### config.mk
export PLATFORM = sky130hd
export DESIGN_NAME = emsp_top
export DESIGN_NICKNAME = d
export VERILOG_FILES = /design/src/emsp_pkg.sv /design/src/emsp_debounce.sv /design/src/emsp_top.sv
export SDC_FILE = /design/constraint.sdc
export NUM_CORES = 2
export LEC_CHECK = 0
export BUFFER_PORTS_ARGS = -buffer_cell sky130_fd_sc_hd__buf_2
export CAP_MARGIN = 10
export CORE_UTILIZATION = 60
export DETAILED_ROUTE_END_ITERATION = 12
export PLACE_DENSITY = 0.77
export RECOVER_POWER = 100
export SLEW_MARGIN = 20
export SYNTH_ARGS = -nofsm -noshare
export SYNTH_HDL_FRONTEND = slang
export SYNTH_SLANG_ARGS = --single-unit
### constraint.sdc
create_clock -name mclk -period 24.9 [get_ports mclk]
set_clock_uncertainty 0.1 [all_clocks]
set_input_delay 1.245 -clock mclk [delete_from_list [all_inputs] [get_ports mclk]]
set_output_delay 1.245 -clock mclk [all_outputs]
set_load 0.01 [all_outputs]
### src/emsp_pkg.sv
// Constants and types for the exciter mode select and protection block
`default_nettype none
package emsp_pkg;
  // ---
  // Clock and timing base
  // ---
  localparam int unsigned CLK_HZ = 20_000_000;
  localparam int unsigned TICK_US = 1000;
  localparam int unsigned TICK_CYCLES = (CLK_HZ / 1_000_000) * TICK_US;
  localparam int unsigned TICK_MS = TICK_US / 1000;
  localparam int unsigned DEBOUNCE_MS = 10;
  localparam int unsigned DEBOUNCE_TICKS = DEBOUNCE_MS / TICK_MS;
  localparam int unsigned SAVE_DELAY_MS = 2000;
  localparam logic [13:0] SAVE_TICKS = 14'(SAVE_DELAY_MS / TICK_MS);
  localparam int unsigned OV_LAMP_MS = 5000;
  localparam logic [13:0] OV_LAMP_TICKS = 14'(OV_LAMP_MS / TICK_MS);
  localparam int unsigned ADJ_STEP_MS = 50;
  localparam logic [13:0] ADJ_TICKS = 14'(ADJ_STEP_MS / TICK_MS);
  // Delay settings are in 0.1 s units
  localparam int unsigned DELAY_UNIT_MS = 100;
  localparam logic [13:0] DELAY_UNIT_TICKS = 14'(DELAY_UNIT_MS / TICK_MS);

  // ---
  // Operating modes and contact assignment
  // ---
  typedef enum logic [1:0] {
    EMSP_VREG = 2'b00,
    EMSP_FCR = 2'b01,
    EMSP_VAR = 2'b10,
    EMSP_PF = 2'b11
  } emsp_mode_t;

  typedef enum logic [1:0] {
    EMSP_VL_NONE = 2'b00,
    EMSP_VL_VARPF = 2'b01,
    EMSP_VL_LIMIT = 2'b10
  } emsp_vl_assign_t;

  // ---
  // Setpoint ranges (signed 12 bit) and reset values
  // ---
  // Voltage: 0.1 % of nominal; FIELD_CURRENT_REGULATION: 0.01 Adc; var: 0.1 % (+ generate);
  // PF: hundredths away from unity (+ lag, - lead)
  localparam logic signed [11:0] VREG_MIN = 12'sh2_BC;
  localparam logic signed [11:0] VREG_MAX = 12'sh4_4C;
  localparam logic signed [11:0] VREG_RST = 12'sh3_E8;
  localparam logic signed [11:0] FCR_MIN = 12'sh0_03;
  localparam logic signed [11:0] FCR_MAX = 12'sh2_BC;
  localparam logic signed [11:0] FCR_RST = 12'sh0_64;
  localparam logic signed [11:0] VAR_MIN = -12'sh3_E8;
  localparam logic signed [11:0] VAR_MAX = 12'sh3_E8;
  localparam logic signed [11:0] VAR_RST = 12'sh0_00;
  localparam logic signed [11:0] PF_MIN = -12'sh0_28;
  localparam logic signed [11:0] PF_MAX = 12'sh0_28;
  localparam logic signed [11:0] PF_RST = 12'sh0_00;

  // ---
  // Droop, underfrequency and overvoltage settings
  // ---
  localparam logic [6:0] DROOP_MAX = 7'h64;
  localparam logic [9:0] KNEE_MIN = 10'h1_90;
  localparam logic [9:0] KNEE_MAX = 10'h2_8A;
  localparam logic [9:0] UF_INHIBIT = 10'h0_78;
  localparam logic [8:0] SLOPE_MAX = 9'h1_2C;
  localparam logic [11:0] VFLOOR_NUM = 12'h0_03;
  localparam logic [11:0] VFLOOR_DEN = 12'h0_0A;
  localparam logic [11:0] OV_LVL_MIN = 12'h3_E8;
  localparam logic [11:0] OV_LVL_MAX = 12'h4_B0;
  localparam logic [6:0] OV_DLY_MAX = 7'h64;
  localparam logic [11:0] PER_MILLE = 12'h3_E8;
endpackage
`default_nettype wire

### src/emsp_debounce.sv
// Contact synchroniser and tick-based debouncer
`default_nettype none
module emsp_debounce #(
  parameter int unsigned DB_TICKS = 10
) (
  // Clock and reset
  input wire logic mclk,
  input wire logic rst,
  // Timing
  input wire logic tick,
  // Contact
  input wire logic raw,
  output logic clean
);
  logic sync1_reg;
  logic sync2_reg;
  logic [7:0] cnt_reg;

  always_ff @(posedge mclk or posedge rst) begin
    if (rst) begin
      sync1_reg <= 1'b0;
      sync2_reg <= 1'b0;
    end else begin
      sync1_reg <= raw;
      sync2_reg <= sync1_reg;
    end
  end

  // Output changes only after the new level has held for DB_TICKS ticks
  always_ff @(posedge mclk or posedge rst) begin
    if (rst) begin
      cnt_reg <= 8'h00;
      clean <= 1'b0;
    end else if (sync2_reg == clean) begin
      cnt_reg <= 8'h00;
    end else if (tick) begin
      if (cnt_reg >= 8'(DB_TICKS - 1)) begin
        clean <= sync2_reg;
        cnt_reg <= 8'h00;
      end else begin
        cnt_reg <= cnt_reg + 8'h01;
      end
    end
  end
endmodule
`default_nettype wire

### src/emsp_top.sv
// Exciter mode decode, setpoint handling and generator overvoltage protection
`default_nettype none
// Notes on behaviour
// RQ1 - Raise/lower adjusts; save after 2 s open
// RQ2 - Contact assigned to var/PF or limiter only
// RQ3 - Var/PF: open enables, closed disables
// RQ4 - Limiter: open overexcitation, closed excitation limiter
// RQ5 - Unassigned contact is ignored entirely; the code still reads it for voltage match
// RQ6 - Parallel contact open enables droop operation
// RQ7 - Var/PF contact has priority over parallel
// RQ8 - Voltage match needs all three contacts closed
// RQ9 - Alarm relay closed normally, opens, non-latching
// RQ10 - Four modes: voltage, field current, var, PF
// RQ11 - Field current setpoint 0.03 to 7 A
// RQ12 - Var span +-100 %; second limiter off
// RQ13 - PF 0.6 lag to lead; limiter off
// RQ14 - Droop by parallel contact, off in var/PF
// RQ15 - Droop up to 10 %, lag lowers voltage
// RQ16 - Below knee follow curve; inhibit under 12 Hz
// RQ17 - Knee 40-65 Hz, slope 0-3, zero disables
// RQ18 - Effective voltage never below 30 % setpoint
// RQ19 - Dwell only after dip below knee
// RQ20 - Overvoltage after delay runs configured action
// RQ21 - After overvoltage shutdown, lamp five seconds
// RQ22 - Overvoltage level 100-120 %, delay 0-10 s
// RQ23 - Var/PF lamp only when enabled and open
// RQ24 - Second-scale delays from fixed tick timers
// RQ25 - Contacts synchronised and debounced before use
module emsp_top #(
  parameter int unsigned TICK_DIV = emsp_pkg::TICK_CYCLES
) (
  // Clock and reset
  input wire logic mclk,
  input wire logic rst,
  // Contacts, 1 = closed
  input wire logic raise_contact,
  input wire logic lower_contact,
  input wire logic var_limiter_contact,
  input wire logic parallel_comp_contact,
  input wire logic voltage_match_contact,
  // Configuration
  input wire emsp_pkg::emsp_mode_t cfg_mode,
  input wire logic cfg_vpf_option,
  input wire emsp_pkg::emsp_vl_assign_t cfg_vl_assign,
  input wire logic cfg_vmatch_enable,
  input wire logic cfg_sp_load,
  input wire logic signed [11:0] cfg_sp_value,
  input wire logic [6:0] cfg_droop,
  input wire logic [9:0] cfg_knee,
  input wire logic [8:0] cfg_slope,
  input wire logic [6:0] cfg_dwell,
  input wire logic [11:0] cfg_ov_level,
  input wire logic [6:0] cfg_ov_delay,
  input wire logic cfg_ov_act_relay,
  input wire logic cfg_ov_act_disable,
  // Measurements and other alarms
  input wire logic [9:0] meas_freq,
  input wire logic signed [11:0] meas_reactive,
  input wire logic [11:0] meas_gen_volt,
  input wire logic ext_alarm,
  input wire logic ov_shutdown_prior,
  // Mode status
  output emsp_pkg::emsp_mode_t mode_active,
  output logic vpf_lamp,
  output logic droop_active,
  output logic vmatch_active,
  output logic limiter_sel_exc,
  output logic exc_limiter_avail,
  output logic second_oel_avail,
  output logic uf_lamp,
  // Setpoints
  output logic [11:0] volt_setpoint_eff,
  output logic signed [11:0] active_setpoint,
  output logic save_strobe,
  output emsp_pkg::emsp_mode_t saved_mode,
  output logic signed [11:0] saved_setpoint,
  // Protection
  output logic ov_lamp,
  output logic ov_shutdown,
  output logic alarm_relay_contact
);
  import emsp_pkg::*;

  // ----------------------------------------------------------------
  // Tick divider
  // ----------------------------------------------------------------
  logic [15:0] div_reg;
  logic tick;

  always_ff @(posedge mclk or posedge rst) begin // RQ24
    if (rst) begin
      div_reg <= 16'h0000;
      tick <= 1'b0;
    end else if (div_reg >= 16'(TICK_DIV - 1)) begin
      div_reg <= 16'h0000;
      tick <= 1'b1;
    end else begin
      div_reg <= div_reg + 16'h0001;
      tick <= 1'b0;
    end
  end

  // ----------------------------------------------------------------
  // Contact conditioning
  // ----------------------------------------------------------------
  logic [4:0] raw_c;
  logic [4:0] db_c;
  logic raise_c, lower_c, vl_closed, pc_closed, match_closed;

  assign raw_c = {voltage_match_contact, parallel_comp_contact, var_limiter_contact,
                  lower_contact, raise_contact};
  assign {match_closed, pc_closed, vl_closed, lower_c, raise_c} = db_c;

  for (genvar i = 0; i < 5; i++) begin : g_db
    emsp_debounce #(.DB_TICKS(DEBOUNCE_TICKS)) u_db ( // RQ25
      .mclk(mclk),
      .rst(rst),
      .tick(tick),
      .raw(raw_c[i]),
      .clean(db_c[i])
    );
  end

  // ----------------------------------------------------------------
  // Mode decode
  // ----------------------------------------------------------------
  logic vl_varpf, vl_limit, vpf_cfg, vpf_on;
  emsp_mode_t mode_next;

  assign vl_varpf = (cfg_vl_assign == EMSP_VL_VARPF); // RQ2
  assign vl_limit = (cfg_vl_assign == EMSP_VL_LIMIT); // RQ2
  assign vpf_cfg = cfg_vpf_option && (cfg_mode == EMSP_VAR || cfg_mode == EMSP_PF);
  // Contact state is only looked at for var/PF once an assignment selects it; voltage match reads it always
  assign vpf_on = vpf_cfg && vl_varpf && !vl_closed; // RQ3 RQ5 RQ7

  always_comb begin // RQ10
    if (vpf_on) begin
      mode_next = cfg_mode;
    end else if (cfg_mode == EMSP_FCR) begin
      mode_next = EMSP_FCR;
    end else begin
      mode_next = EMSP_VREG;
    end
  end

  always_ff @(posedge mclk or posedge rst) begin
    if (rst) begin
      mode_active <= EMSP_VREG;
      vpf_lamp <= 1'b0;
      droop_active <= 1'b0;
      vmatch_active <= 1'b0;
      limiter_sel_exc <= 1'b0;
      exc_limiter_avail <= 1'b0;
      second_oel_avail <= 1'b0;
    end else begin
      mode_active <= mode_next;
      vpf_lamp <= vpf_on; // RQ23
      droop_active <= !pc_closed && !vpf_on && mode_next == EMSP_VREG; // RQ6 RQ14 RQ7
      vmatch_active <= cfg_vmatch_enable && match_closed && vl_closed && pc_closed; // RQ8
      limiter_sel_exc <= vl_limit && vl_closed; // RQ4
      exc_limiter_avail <= !vl_varpf && !(vpf_on && cfg_mode == EMSP_PF); // RQ2 RQ13
      second_oel_avail <= !vl_varpf && !(vpf_on && cfg_mode == EMSP_VAR); // RQ2 RQ12
    end
  end

  // ----------------------------------------------------------------
  // Setpoints per mode with raise/lower
  // ----------------------------------------------------------------
  logic signed [11:0] sp_reg [4];
  logic signed [11:0] sp_cur;
  logic [13:0] adj_cnt_reg;
  logic adjusting;
  logic adj_step;

  function automatic logic signed [11:0] sp_clamp(input emsp_mode_t m,
                                                  input logic signed [12:0] v);
    logic signed [11:0] lo;
    logic signed [11:0] hi;
    lo = VREG_MIN;
    hi = VREG_MAX;
    unique case (m)
      EMSP_VREG: begin lo = VREG_MIN; hi = VREG_MAX; end
      EMSP_FCR: begin lo = FCR_MIN; hi = FCR_MAX; end // RQ11
      EMSP_VAR: begin lo = VAR_MIN; hi = VAR_MAX; end // RQ12
      EMSP_PF: begin lo = PF_MIN; hi = PF_MAX; end // RQ13
    endcase
    if (v < 13'(lo)) begin
      return lo;
    end else if (v > 13'(hi)) begin
      return hi;
    end
    return v[11:0];
  endfunction

  assign sp_cur = sp_reg[mode_next];
  assign adjusting = raise_c ^ lower_c;
  assign adj_step = tick && adjusting && adj_cnt_reg >= ADJ_TICKS - 14'h0001;

  always_ff @(posedge mclk or posedge rst) begin
    if (rst) begin
      adj_cnt_reg <= 14'h0000;
    end else if (!adjusting) begin
      adj_cnt_reg <= 14'h0000;
    end else if (tick) begin
      adj_cnt_reg <= adj_step ? 14'h0000 : adj_cnt_reg + 14'h0001;
    end
  end

  always_ff @(posedge mclk or posedge rst) begin // RQ1
    if (rst) begin
      sp_reg[EMSP_VREG] <= VREG_RST;
      sp_reg[EMSP_FCR] <= FCR_RST;
      sp_reg[EMSP_VAR] <= VAR_RST;
      sp_reg[EMSP_PF] <= PF_RST;
    end else if (cfg_sp_load) begin
      sp_reg[cfg_mode] <= sp_clamp(cfg_mode, 13'(cfg_sp_value));
    end else if (adj_step) begin
      sp_reg[mode_next] <= sp_clamp(mode_next, 13'(sp_cur) + (raise_c ? 13'sd1 : -13'sd1));
    end
  end

  // ----------------------------------------------------------------
  // Save after contacts stay open
  // ----------------------------------------------------------------
  logic dirty_reg;
  logic [13:0] open_cnt_reg;

  always_ff @(posedge mclk or posedge rst) begin // RQ1 RQ24
    if (rst) begin
      dirty_reg <= 1'b0;
      open_cnt_reg <= 14'h0000;
      save_strobe <= 1'b0;
      saved_mode <= EMSP_VREG;
      saved_setpoint <= VREG_RST;
    end else begin
      save_strobe <= 1'b0;
      if (raise_c || lower_c) begin
        dirty_reg <= 1'b1;
        open_cnt_reg <= 14'h0000;
      end else if (dirty_reg && tick) begin
        if (open_cnt_reg >= SAVE_TICKS - 14'h0001) begin
          dirty_reg <= 1'b0;
          open_cnt_reg <= 14'h0000;
          save_strobe <= 1'b1;
          saved_mode <= mode_next;
          saved_setpoint <= sp_cur;
        end else begin
          open_cnt_reg <= open_cnt_reg + 14'h0001;
        end
      end
    end
  end

  // ----------------------------------------------------------------
  // Droop and underfrequency shaping of the voltage setpoint
  // ----------------------------------------------------------------
  logic [6:0] droop_c;
  logic [9:0] knee_c;
  logic [8:0] slope_c;
  logic uf_cond;
  logic signed [19:0] droop_prod;
  logic signed [13:0] v_droop;
  logic [21:0] uf_num;
  logic [21:0] uf_red;
  logic [25:0] uf_drop;
  logic [13:0] v_uf;
  logic [11:0] v_floor;
  logic [11:0] v_eff;

  assign droop_c = (cfg_droop > DROOP_MAX) ? DROOP_MAX : cfg_droop; // RQ15
  assign knee_c = (cfg_knee < KNEE_MIN) ? KNEE_MIN : // RQ17
                  (cfg_knee > KNEE_MAX) ? KNEE_MAX : cfg_knee;
  assign slope_c = (cfg_slope > SLOPE_MAX) ? SLOPE_MAX : cfg_slope; // RQ17
  assign uf_cond = mode_next == EMSP_VREG && meas_freq >= UF_INHIBIT && // RQ16
                   meas_freq < knee_c && slope_c != 9'h000; // RQ17

  // Lagging (positive) reactive load pulls the voltage down
  assign droop_prod = 20'(signed'({1'b0, droop_c}) * meas_reactive); // RQ15
  assign v_droop = droop_active ? 14'(sp_reg[EMSP_VREG]) - 14'(droop_prod / 20'sd1000)
                                : 14'(sp_reg[EMSP_VREG]); // RQ14

  // Linear per-unit curve: drop = slope * (knee - f) / knee
  assign uf_num = 22'(slope_c) * 22'(knee_c - meas_freq) * 22'd10;
  assign uf_red = uf_num / 22'(knee_c);
  assign uf_drop = (uf_red > 22'(PER_MILLE)) ? 26'(v_droop[12:0]) :
                   (26'(v_droop[12:0]) * 26'(uf_red[11:0])) / 26'(PER_MILLE);
  assign v_uf = uf_cond ? v_droop - 14'(uf_drop) : v_droop; // RQ16

  // Floor keeps excitation alive on deep speed dips
  assign v_floor = 12'((24'(sp_reg[EMSP_VREG]) * 24'(VFLOOR_NUM)) / 24'(VFLOOR_DEN));
  assign v_eff = (v_uf < 14'(v_floor)) ? v_floor : v_uf[11:0]; // RQ18

  // ----------------------------------------------------------------
  // Dwell after a dip below the knee
  // ----------------------------------------------------------------
  logic dip_reg;
  logic [13:0] dwell_cnt_reg;
  logic [11:0] dwell_hold_reg;

  always_ff @(posedge mclk or posedge rst) begin // RQ19 RQ24
    if (rst) begin
      dip_reg <= 1'b0;
      dwell_cnt_reg <= 14'h0000;
      dwell_hold_reg <= 12'h000;
    end else if (uf_cond) begin
      dip_reg <= 1'b1;
      dwell_cnt_reg <= 14'h0000;
      dwell_hold_reg <= v_eff;
    end else if (dip_reg) begin
      dip_reg <= 1'b0;
      dwell_cnt_reg <= 14'(cfg_dwell) * DELAY_UNIT_TICKS;
    end else if (tick && dwell_cnt_reg != 14'h0000) begin
      dwell_cnt_reg <= dwell_cnt_reg - 14'h0001;
    end
  end

  always_ff @(posedge mclk or posedge rst) begin
    if (rst) begin
      volt_setpoint_eff <= 12'(VREG_RST);
      active_setpoint <= VREG_RST;
      uf_lamp <= 1'b0;
    end else begin
      // Held value only when a recovery follows a real dip, never otherwise
      volt_setpoint_eff <= (!uf_cond && dwell_cnt_reg != 14'h0000) ? dwell_hold_reg
                                                                   : v_eff; // RQ19
      active_setpoint <= sp_cur;
      uf_lamp <= uf_cond; // RQ16
    end
  end

  // ----------------------------------------------------------------
  // Generator overvoltage
  // ----------------------------------------------------------------
  logic [11:0] ov_lvl_c;
  logic [6:0] ov_dly_c;
  logic [13:0] ov_dly_ticks;
  logic [13:0] ov_cnt_reg;
  logic ov_cond;
  logic ov_trip;
  logic boot_reg;
  logic [13:0] lamp_cnt_reg;

  assign ov_lvl_c = (cfg_ov_level < OV_LVL_MIN) ? OV_LVL_MIN : // RQ22
                    (cfg_ov_level > OV_LVL_MAX) ? OV_LVL_MAX : cfg_ov_level;
  assign ov_dly_c = (cfg_ov_delay > OV_DLY_MAX) ? OV_DLY_MAX : cfg_ov_delay; // RQ22
  assign ov_dly_ticks = 14'(ov_dly_c) * DELAY_UNIT_TICKS;
  assign ov_cond = meas_gen_volt > ov_lvl_c;
  assign ov_trip = ov_cond && ov_cnt_reg >= ov_dly_ticks; // RQ20

  // Timer restarts whenever the voltage falls back under the level
  always_ff @(posedge mclk or posedge rst) begin // RQ20 RQ24
    if (rst) begin
      ov_cnt_reg <= 14'h0000;
    end else if (!ov_cond) begin
      ov_cnt_reg <= 14'h0000;
    end else if (tick && ov_cnt_reg < ov_dly_ticks) begin
      ov_cnt_reg <= ov_cnt_reg + 14'h0001;
    end
  end

  // Prior-shutdown mark is caught once, on the first clock after release
  always_ff @(posedge mclk or posedge rst) begin // RQ21
    if (rst) begin
      boot_reg <= 1'b1;
      lamp_cnt_reg <= 14'h0000;
    end else begin
      boot_reg <= 1'b0;
      if (boot_reg && ov_shutdown_prior) begin
        lamp_cnt_reg <= OV_LAMP_TICKS;
      end else if (tick && lamp_cnt_reg != 14'h0000) begin
        lamp_cnt_reg <= lamp_cnt_reg - 14'h0001;
      end
    end
  end

  always_ff @(posedge mclk or posedge rst) begin
    if (rst) begin
      ov_shutdown <= 1'b0;
      ov_lamp <= 1'b0;
      alarm_relay_contact <= 1'b0;
    end else begin
      if (ov_trip && cfg_ov_act_disable) begin
        ov_shutdown <= 1'b1; // RQ20
      end
      ov_lamp <= (ov_trip && cfg_ov_act_relay) || lamp_cnt_reg != 14'h0000; // RQ20 RQ21
      // Follows its causes; nothing here latches the relay open
      alarm_relay_contact <= !(ov_trip && cfg_ov_act_relay) && !ext_alarm; // RQ9
    end
  end
endmodule
`default_nettype wire

==> results of run 1 <==
through the flow:
| stage | area [um2] | setup TNS (ns) |
|---|---|---|
| 3_3_place_gp | 60370 | -880.58 |
| 4_1_cts | 64950 | -862.29 |
| 3_5_place_dp | 60370 | -935.59 |
| 2_1_floorplan | 48010 | -941.70 |
cell usage after synthesis, types with 19 or more instances:
master                      instances  area [um2]
sky130_fd_sc_hd__a211oi_1          60       450.4
sky130_fd_sc_hd__a21boi_0          27       202.7
sky130_fd_sc_hd__a21o_1           130       975.9
sky130_fd_sc_hd__a21oi_1          340        1702
sky130_fd_sc_hd__a22oi_1           34       255.2
sky130_fd_sc_hd__a31oi_1           60       375.4
sky130_fd_sc_hd__and2_1           148       925.9
sky130_fd_sc_hd__and3_1            56       350.3
sky130_fd_sc_hd__buf_2             19       95.09
sky130_fd_sc_hd__clkbuf_1         135       506.7
sky130_fd_sc_hd__dfrtp_1          227        5680
sky130_fd_sc_hd__dfstp_2           28       735.7
sky130_fd_sc_hd__fa_1             273        5465
sky130_fd_sc_hd__ha_1             553        6919
sky130_fd_sc_hd__inv_1            518        1944
sky130_fd_sc_hd__mux2_2            71       799.5
sky130_fd_sc_hd__mux2i_1           68       680.7
sky130_fd_sc_hd__nand2_1          537        2016
sky130_fd_sc_hd__nand2b_1          60       375.4
sky130_fd_sc_hd__nand3_1          134       670.6
sky130_fd_sc_hd__nand4_1           64       400.4
sky130_fd_sc_hd__nor2_1           555        2083
sky130_fd_sc_hd__nor2b_1           79       494.2
sky130_fd_sc_hd__nor3_1           184       920.9
sky130_fd_sc_hd__nor4_1            40       250.2
sky130_fd_sc_hd__o2111ai_1         22       192.7
sky130_fd_sc_hd__o211ai_1          44       330.3
sky130_fd_sc_hd__o21a_1           124       930.9
sky130_fd_sc_hd__o21ai_0          259        1296
sky130_fd_sc_hd__o21ai_1           32       160.2
sky130_fd_sc_hd__o21bai_1          32       240.2
sky130_fd_sc_hd__o22ai_1           22       137.6
sky130_fd_sc_hd__o31ai_1           79       593.1
sky130_fd_sc_hd__or2_2             38       237.7
sky130_fd_sc_hd__or3_1             43       269.0
sky130_fd_sc_hd__xnor2_1          212        1857
sky130_fd_sc_hd__xor2_1           118        1033
kinds of logic after synthesis:
group | Yosys count
simple gates | 2047
other cells | 2
mux | 144
xor+xnor | 336
fa+ha+maj | 833
compound gates | 1558
buf+inv | 701
flops | 255
layer usage:
| layer | GRT usage | GRT overflow |
|---|---|---|
| met5 | 0.4035 | 0 |
| met4 | 0.6244 | 50 |
| met3 | 0.5342 | 6 |
| met2 | 0.8704 | 81 |
| met1 | 0.7021 | 4 |
repair_timing:
action                     CTS
gates resized for setup    286
cloned                       2
pin swaps                  282
setup endpoints to repair   24
hold endpoints to repair     0
setup buffers              300
==> reports/qor.tcl, run 1 <==
set qor(outcome) {did not finish}
set qor(outcome.stop_stage) {global routing}
set qor(stop_error) {[ERROR GRT-0232] Routing congestion too high. Check the congestion heatmap in the GUI.}
set qor(cts_max_path_buffers) 3
set qor(die_w_um) 281.6
set qor(synthSimpleGateAreaFrac) 0.2120
set qor(synth_mux_area_frac) 0.03293
set qor(synth_top_family_by_area) {adder cells}
set qor(synth_adder_area_share) 0.2656
set qor(cts_inserted_buffers) 24
set qor(die_y_um) 281.6
set qor(placement.setup.worst_slack_ns) -39.07
set qor(compound_gate_fraction_of_synth_area) 0.2305
set qor(gpl.final_weighted_congestion) 0.9519
set qor(fp-row-count) 102
set qor(synthesized_netlist_cell_count) 5876
set qor(aggregate_global_route_resource_usage) 0.6948
set qor(pin_count_of_the_biggest_net_entering_global_routing) 106
set qor(worst_path_end_type) {register data pin}
set qor(synth_enable_flop_cells) 0
set qor(syn_area_per_cell_um2) 7.981
set qor(worstEndpointGrtRepair) {dwell_hold_reg[7]$_DFFE_PP0P_/D}
set qor(cts_hold_repair.buffers) 0
set qor(io_buffers) 166
set qor(initial_utilization) 0.6063
set qor(post_synthesis_sequential_element_count) 255
set qor(antenna_found_initial) 39
set qor(synth-xor-area-share) 0.06372
set qor(synthesized_cell_area_um2) 46890
set qor(yosys_warnings) 0
set qor(h-tree-depth) 1
set qor(async_reset_ff_frac) 1.000
set qor(dp.cells) 8391
set qor(tritoncts_num_sinks) 255
set qor(netlist-cell-type-count) 134
set qor(sequential_element_share_of_the_synthesized_area) 0.1368
set qor(ios) 167
set qor(clockRootBuffer) {sky130_fd_sc_hd__clkbuf_16}
set qor(dpl.hpwl_um) 118200
set qor(synthFlopType) {sky130_fd_sc_hd__dfrtp_1}
set qor(global_route.overflow_total) 141
==> inputs of run 2 (changes only) <==
CORE_UTILIZATION = 40   (was 60)
PLACE_DENSITY = unset   (was 0.77)
PLACE_DENSITY_LB_ADDON = 0.15   (was unset)
==> run 2 against run 1 <==
The flow now finishes, with violations (capacitance limit, slew limit, setup timing). Area after synthesis did not move. Synthesized cell count did not move.
==> reports/qor.tcl, run 2 <==
set qor(outcome) {complete, but fails checks}
set qor(violations) {capacitance limit, slew limit, setup timing}
set qor(fillerInstances) 10480
set qor(synth_top_family_by_area) {adder cells}
set qor(final_period_minus_worst_setup_slack_ns) 62.41
set qor(first_iter_violations) 2830
set qor(routed_wirelength_um) 155500
set qor(via_count_of_the_first_global_routing_pass) 50060
set qor(slowest_delay_ns) 0.53
set qor(first_pass_iters) 5
set qor(clk-insertion-delay-late_ns) 0.61
set qor(cts_hold_repair.buffers) 0 ;# unchanged
set qor(timing.slew.headroom) -2.772
set qor(antenna_left) 0
set qor(placement.setup.worst_slack_ns) -38.43 ;# +0.6358 ns
set qor(dpl.hpwl_um) 121400 ;# +2.7%
set qor(area.sequential_um2) 6416
set qor(grt_pass1_wl_um) 251600
set qor(post-route-cell-area_um2) 67800
set qor(critical_path.slowest_cell) {sky130_fd_sc_hd__or4_1}
set qor(dieArea_um2) 118600
set qor(cp.buffers_inverters) 107
set qor(fin_ws_ns) -37.51
set qor(tns_ns) -896.89
set qor(clock_tree_from_tritoncts) {yes}
set qor(tritoncts_num_sinks) 255 ;# unchanged
set qor(synthesized_netlist_cell_count) 5876 ;# unchanged
set qor(drcViolationCount) 0
set qor(cp_common_cell) {sky130_fd_sc_hd__buf_4}
set qor(ios) 167 ;# unchanged
set qor(max_slew.worst_pin.slew_ns) 5.627
set qor(global_route.overflow_total) 0
set qor(fp-row-count) 125 ;# +23%
set qor(critPathTopFamily) {compound AO/OA/AOI/OAI gates}
set qor(cts.reportedPaths.clkPinSlew_ns) 0.06
set qor(mostFrequentLayoutCell) {sky130_fd_sc_hd__buf_4}
set qor(io_buffers) 166 ;# unchanged
set qor(async_reset_ff_frac) 1.000 ;# unchanged
set qor(cts_inserted_buffers) 34 ;# +42%
set qor(synthToLayoutAreaGrowth_pct) 44.58
set qor(largest_reg_flops) 48
set qor(unrepaired_setup_endpoints_after_global_routing) {true}
set qor(setup.worst_path.start_class) {primary input}
set qor(synth-xor-area-share) 0.06372 ;# unchanged
set qor(endpoint_kind) {flip-flop}
set qor(maxCapViolCount) 5
set qor(max_clock_freq_ghz) 0.01602
set qor(antenna_found_initial) 1
set qor(final_net_count) 8795
set qor(placeable_core_region_um2) 116200
set qor(antenna-diode-count) 0
set qor(synth_adder_area_share) 0.2656 ;# unchanged
set qor(crit_path_max_fanout) 8
set qor(h-tree-depth) 2 ;# +1
set qor(post-route-period-util) 2.506
set qor(die_y_um) 344.4 ;# +22%
set qor(pin_count_of_the_biggest_net_entering_global_routing) 123
set qor(final_hold_viol_count) 0
set qor(fin_hold_ws_ns) 0.2489
set qor(post_synthesis_sequential_element_count) 255 ;# unchanged
set qor(synth.cells.most_frequent) {555 x sky130_fd_sc_hd__nor2_1, 553 x sky130_fd_sc_hd__ha_1, 537 x sky130_fd_sc_hd__nand2_1}
set qor(hp-class) {flip-flop to flip-flop}
set qor(worst-endpoint-arrival_ns) 62.76
set qor(drive_above_1_share) 0.3522
set qor(synthFlopType) {sky130_fd_sc_hd__dfrtp_1}
set qor(gpl.final_weighted_congestion) 0.9079 ;# -4.6%
set qor(routed-via-count) 50320
set qor(initial_utilization) 0.4035 ;# -0.2028
set qor(netlist.top_cell.by_area) {sky130_fd_sc_hd__ha_1}
set qor(crit_required_ns) 25.26
set qor(yosys_warnings) 0 ;# unchanged
set qor(synthesized_cell_area_um2) 46890 ;# unchanged
set qor(yosysTopAreaCellShare) 0.1475 ;# unchanged
set qor(finalSetupViolations) 24
set qor(vias_per_cell) 5.352
set qor(post-synth-top-count-cell) {sky130_fd_sc_hd__nor2_1}
set qor(netlist-cell-type-count) 134 ;# unchanged
set qor(synth_enable_flop_cells) 0 ;# unchanged
set qor(synthSimpleGateAreaFrac) 0.2120 ;# unchanged
set qor(final_max_slew_viol_count) 337
set qor(cts_max_path_buffers) 3 ;# unchanged
set qor(compound_gate_fraction_of_synth_area) 0.2305 ;# unchanged
set qor(synth_mux_area_frac) 0.03293 ;# unchanged
set qor(syn_area_per_cell_um2) 7.981 ;# unchanged
set qor(path_class) {primary input to flip-flop}
set qor(clockRootBuffer) {sky130_fd_sc_hd__clkbuf_16}
set qor(dpl-instance-area_um2) 61110 ;# +1.2%
set qor(aggregate_global_route_resource_usage) 0.2571
set qor(die_w_um) 344.4 ;# +22%
set qor(sequential_element_share_of_the_synthesized_area) 0.1368 ;# unchanged
set qor(most-common-layout-cells) {1897 x sky130_fd_sc_hd__buf_4, 523 x sky130_fd_sc_hd__ha_1, 516 x sky130_fd_sc_hd__nor2_1}
set qor(multiInputGateArea_um2) 40690
set qor(netlist_top_cells_area) {sky130_fd_sc_hd__ha_1 15%, sky130_fd_sc_hd__dfrtp_1 12%, sky130_fd_sc_hd__fa_1 12%}
set qor(post_drt_wl_per_cell_um) 16.54
-- run 2: cell counts after synthesis --
No cell type changed its count.
-- run 2: stage by stage --
| step | cells | utilization |
|---|---|---|
| final | 9401 | 0.5834 |
| after CTS | 9303 | 0.5689 |
| after global routing | 9401 | 0.5834 |
| after detailed placement | 8893 | 0.5259 |
| after global placement | 8893 | 0.5259 |
| after floorplan | 5877 | - |
-- run 2: routing by layer --
| layer | wire [um] | track usage | up-vias |
|---|---|---|---|
| li1 | - | - | 24910 |
| met1 | 71360 | 0.3464 | 24140 |
| met2 | 73820 | 0.4389 | 1033 |
| met3 | 6465 | 0.02320 | 242 |
| met4 | 3842 | 0.06739 | 0 |
| met5 | 0 | 0 | - |
-- run 2: worst paths after layout --
path | from | end | slack [ns] | cells after the start
max | cfg_knee[5] | dwell_hold_reg[9]$_DFFE_PP0P_ | -37.51 | 364
min | g_db[2].u_db.sync1_reg$_DFF_PP0_ | g_db[2].u_db.sync2_reg$_DFF_PP0_ | 0.25 | 0
max reg2reg | sp_reg[36]$_DFFE_PP0P_ | dwell_hold_reg[9]$_DFFE_PP0P_ | 2.91 | 107
min reg2reg | g_db[2].u_db.sync1_reg$_DFF_PP0_ | g_db[2].u_db.sync2_reg$_DFF_PP0_ | 0.25 | 0
max in group asynchronous | rst | saved_setpoint[11]$_DFFE_PP0P_ | 14.29 | 4
min in group asynchronous | rst | lamp_cnt_reg[11]$_DFFE_PP0P_ | 2.34 | 2
-- run 2: timing repair --
item,CTS,global route
resized for setup,259,209
setup endpoints to repair,24,24
setup buffers,349,101
pin swaps,214,165
gates cloned,2,0
-- run 2: worst register-to-register path: cells and delay by family, from the launching register on --
family                     cells  cell delay, ns
AOI/OAI and AO/OA             48           10.24
adders and majority gates     10            3.93
buffers and inverters         31            3.59
and+or+nand+nor               12            2.35
xor gates and xnor gates       4            0.64
muxes                          2            0.51
DFF                            1            0.47
-- run 2: layout make-up --
| cell class | instances | area share |
|---|---|---|
| Multi-Input combinational cell | 4921 | 0.6001 |
| Timing Repair Buffer | 2121 | 0.2311 |
| Sequential cell | 255 | 0.09464 |
| Inverter | 520 | 0.02881 |
| Tap cell | 1524 | 0.02813 |
| Clock buffer | 46 | 0.01410 |
| Clock inverter | 14 | 0.003119 |
-- run 2: cells by family after synthesis --
logic type	count (synthesis)
flip-flops	255
AND/OR/NAND/NOR	2047
multiplexers	144
XOR/XNOR	336
adder cells (fa/ha/maj)	833
other	2
buffers and inverters	701
AO/OA/AOI/OAI	1558
Power of run 2 is not shown: default switching activity piles up to over one toggle a cycle in this logic, so the estimate is an artifact.
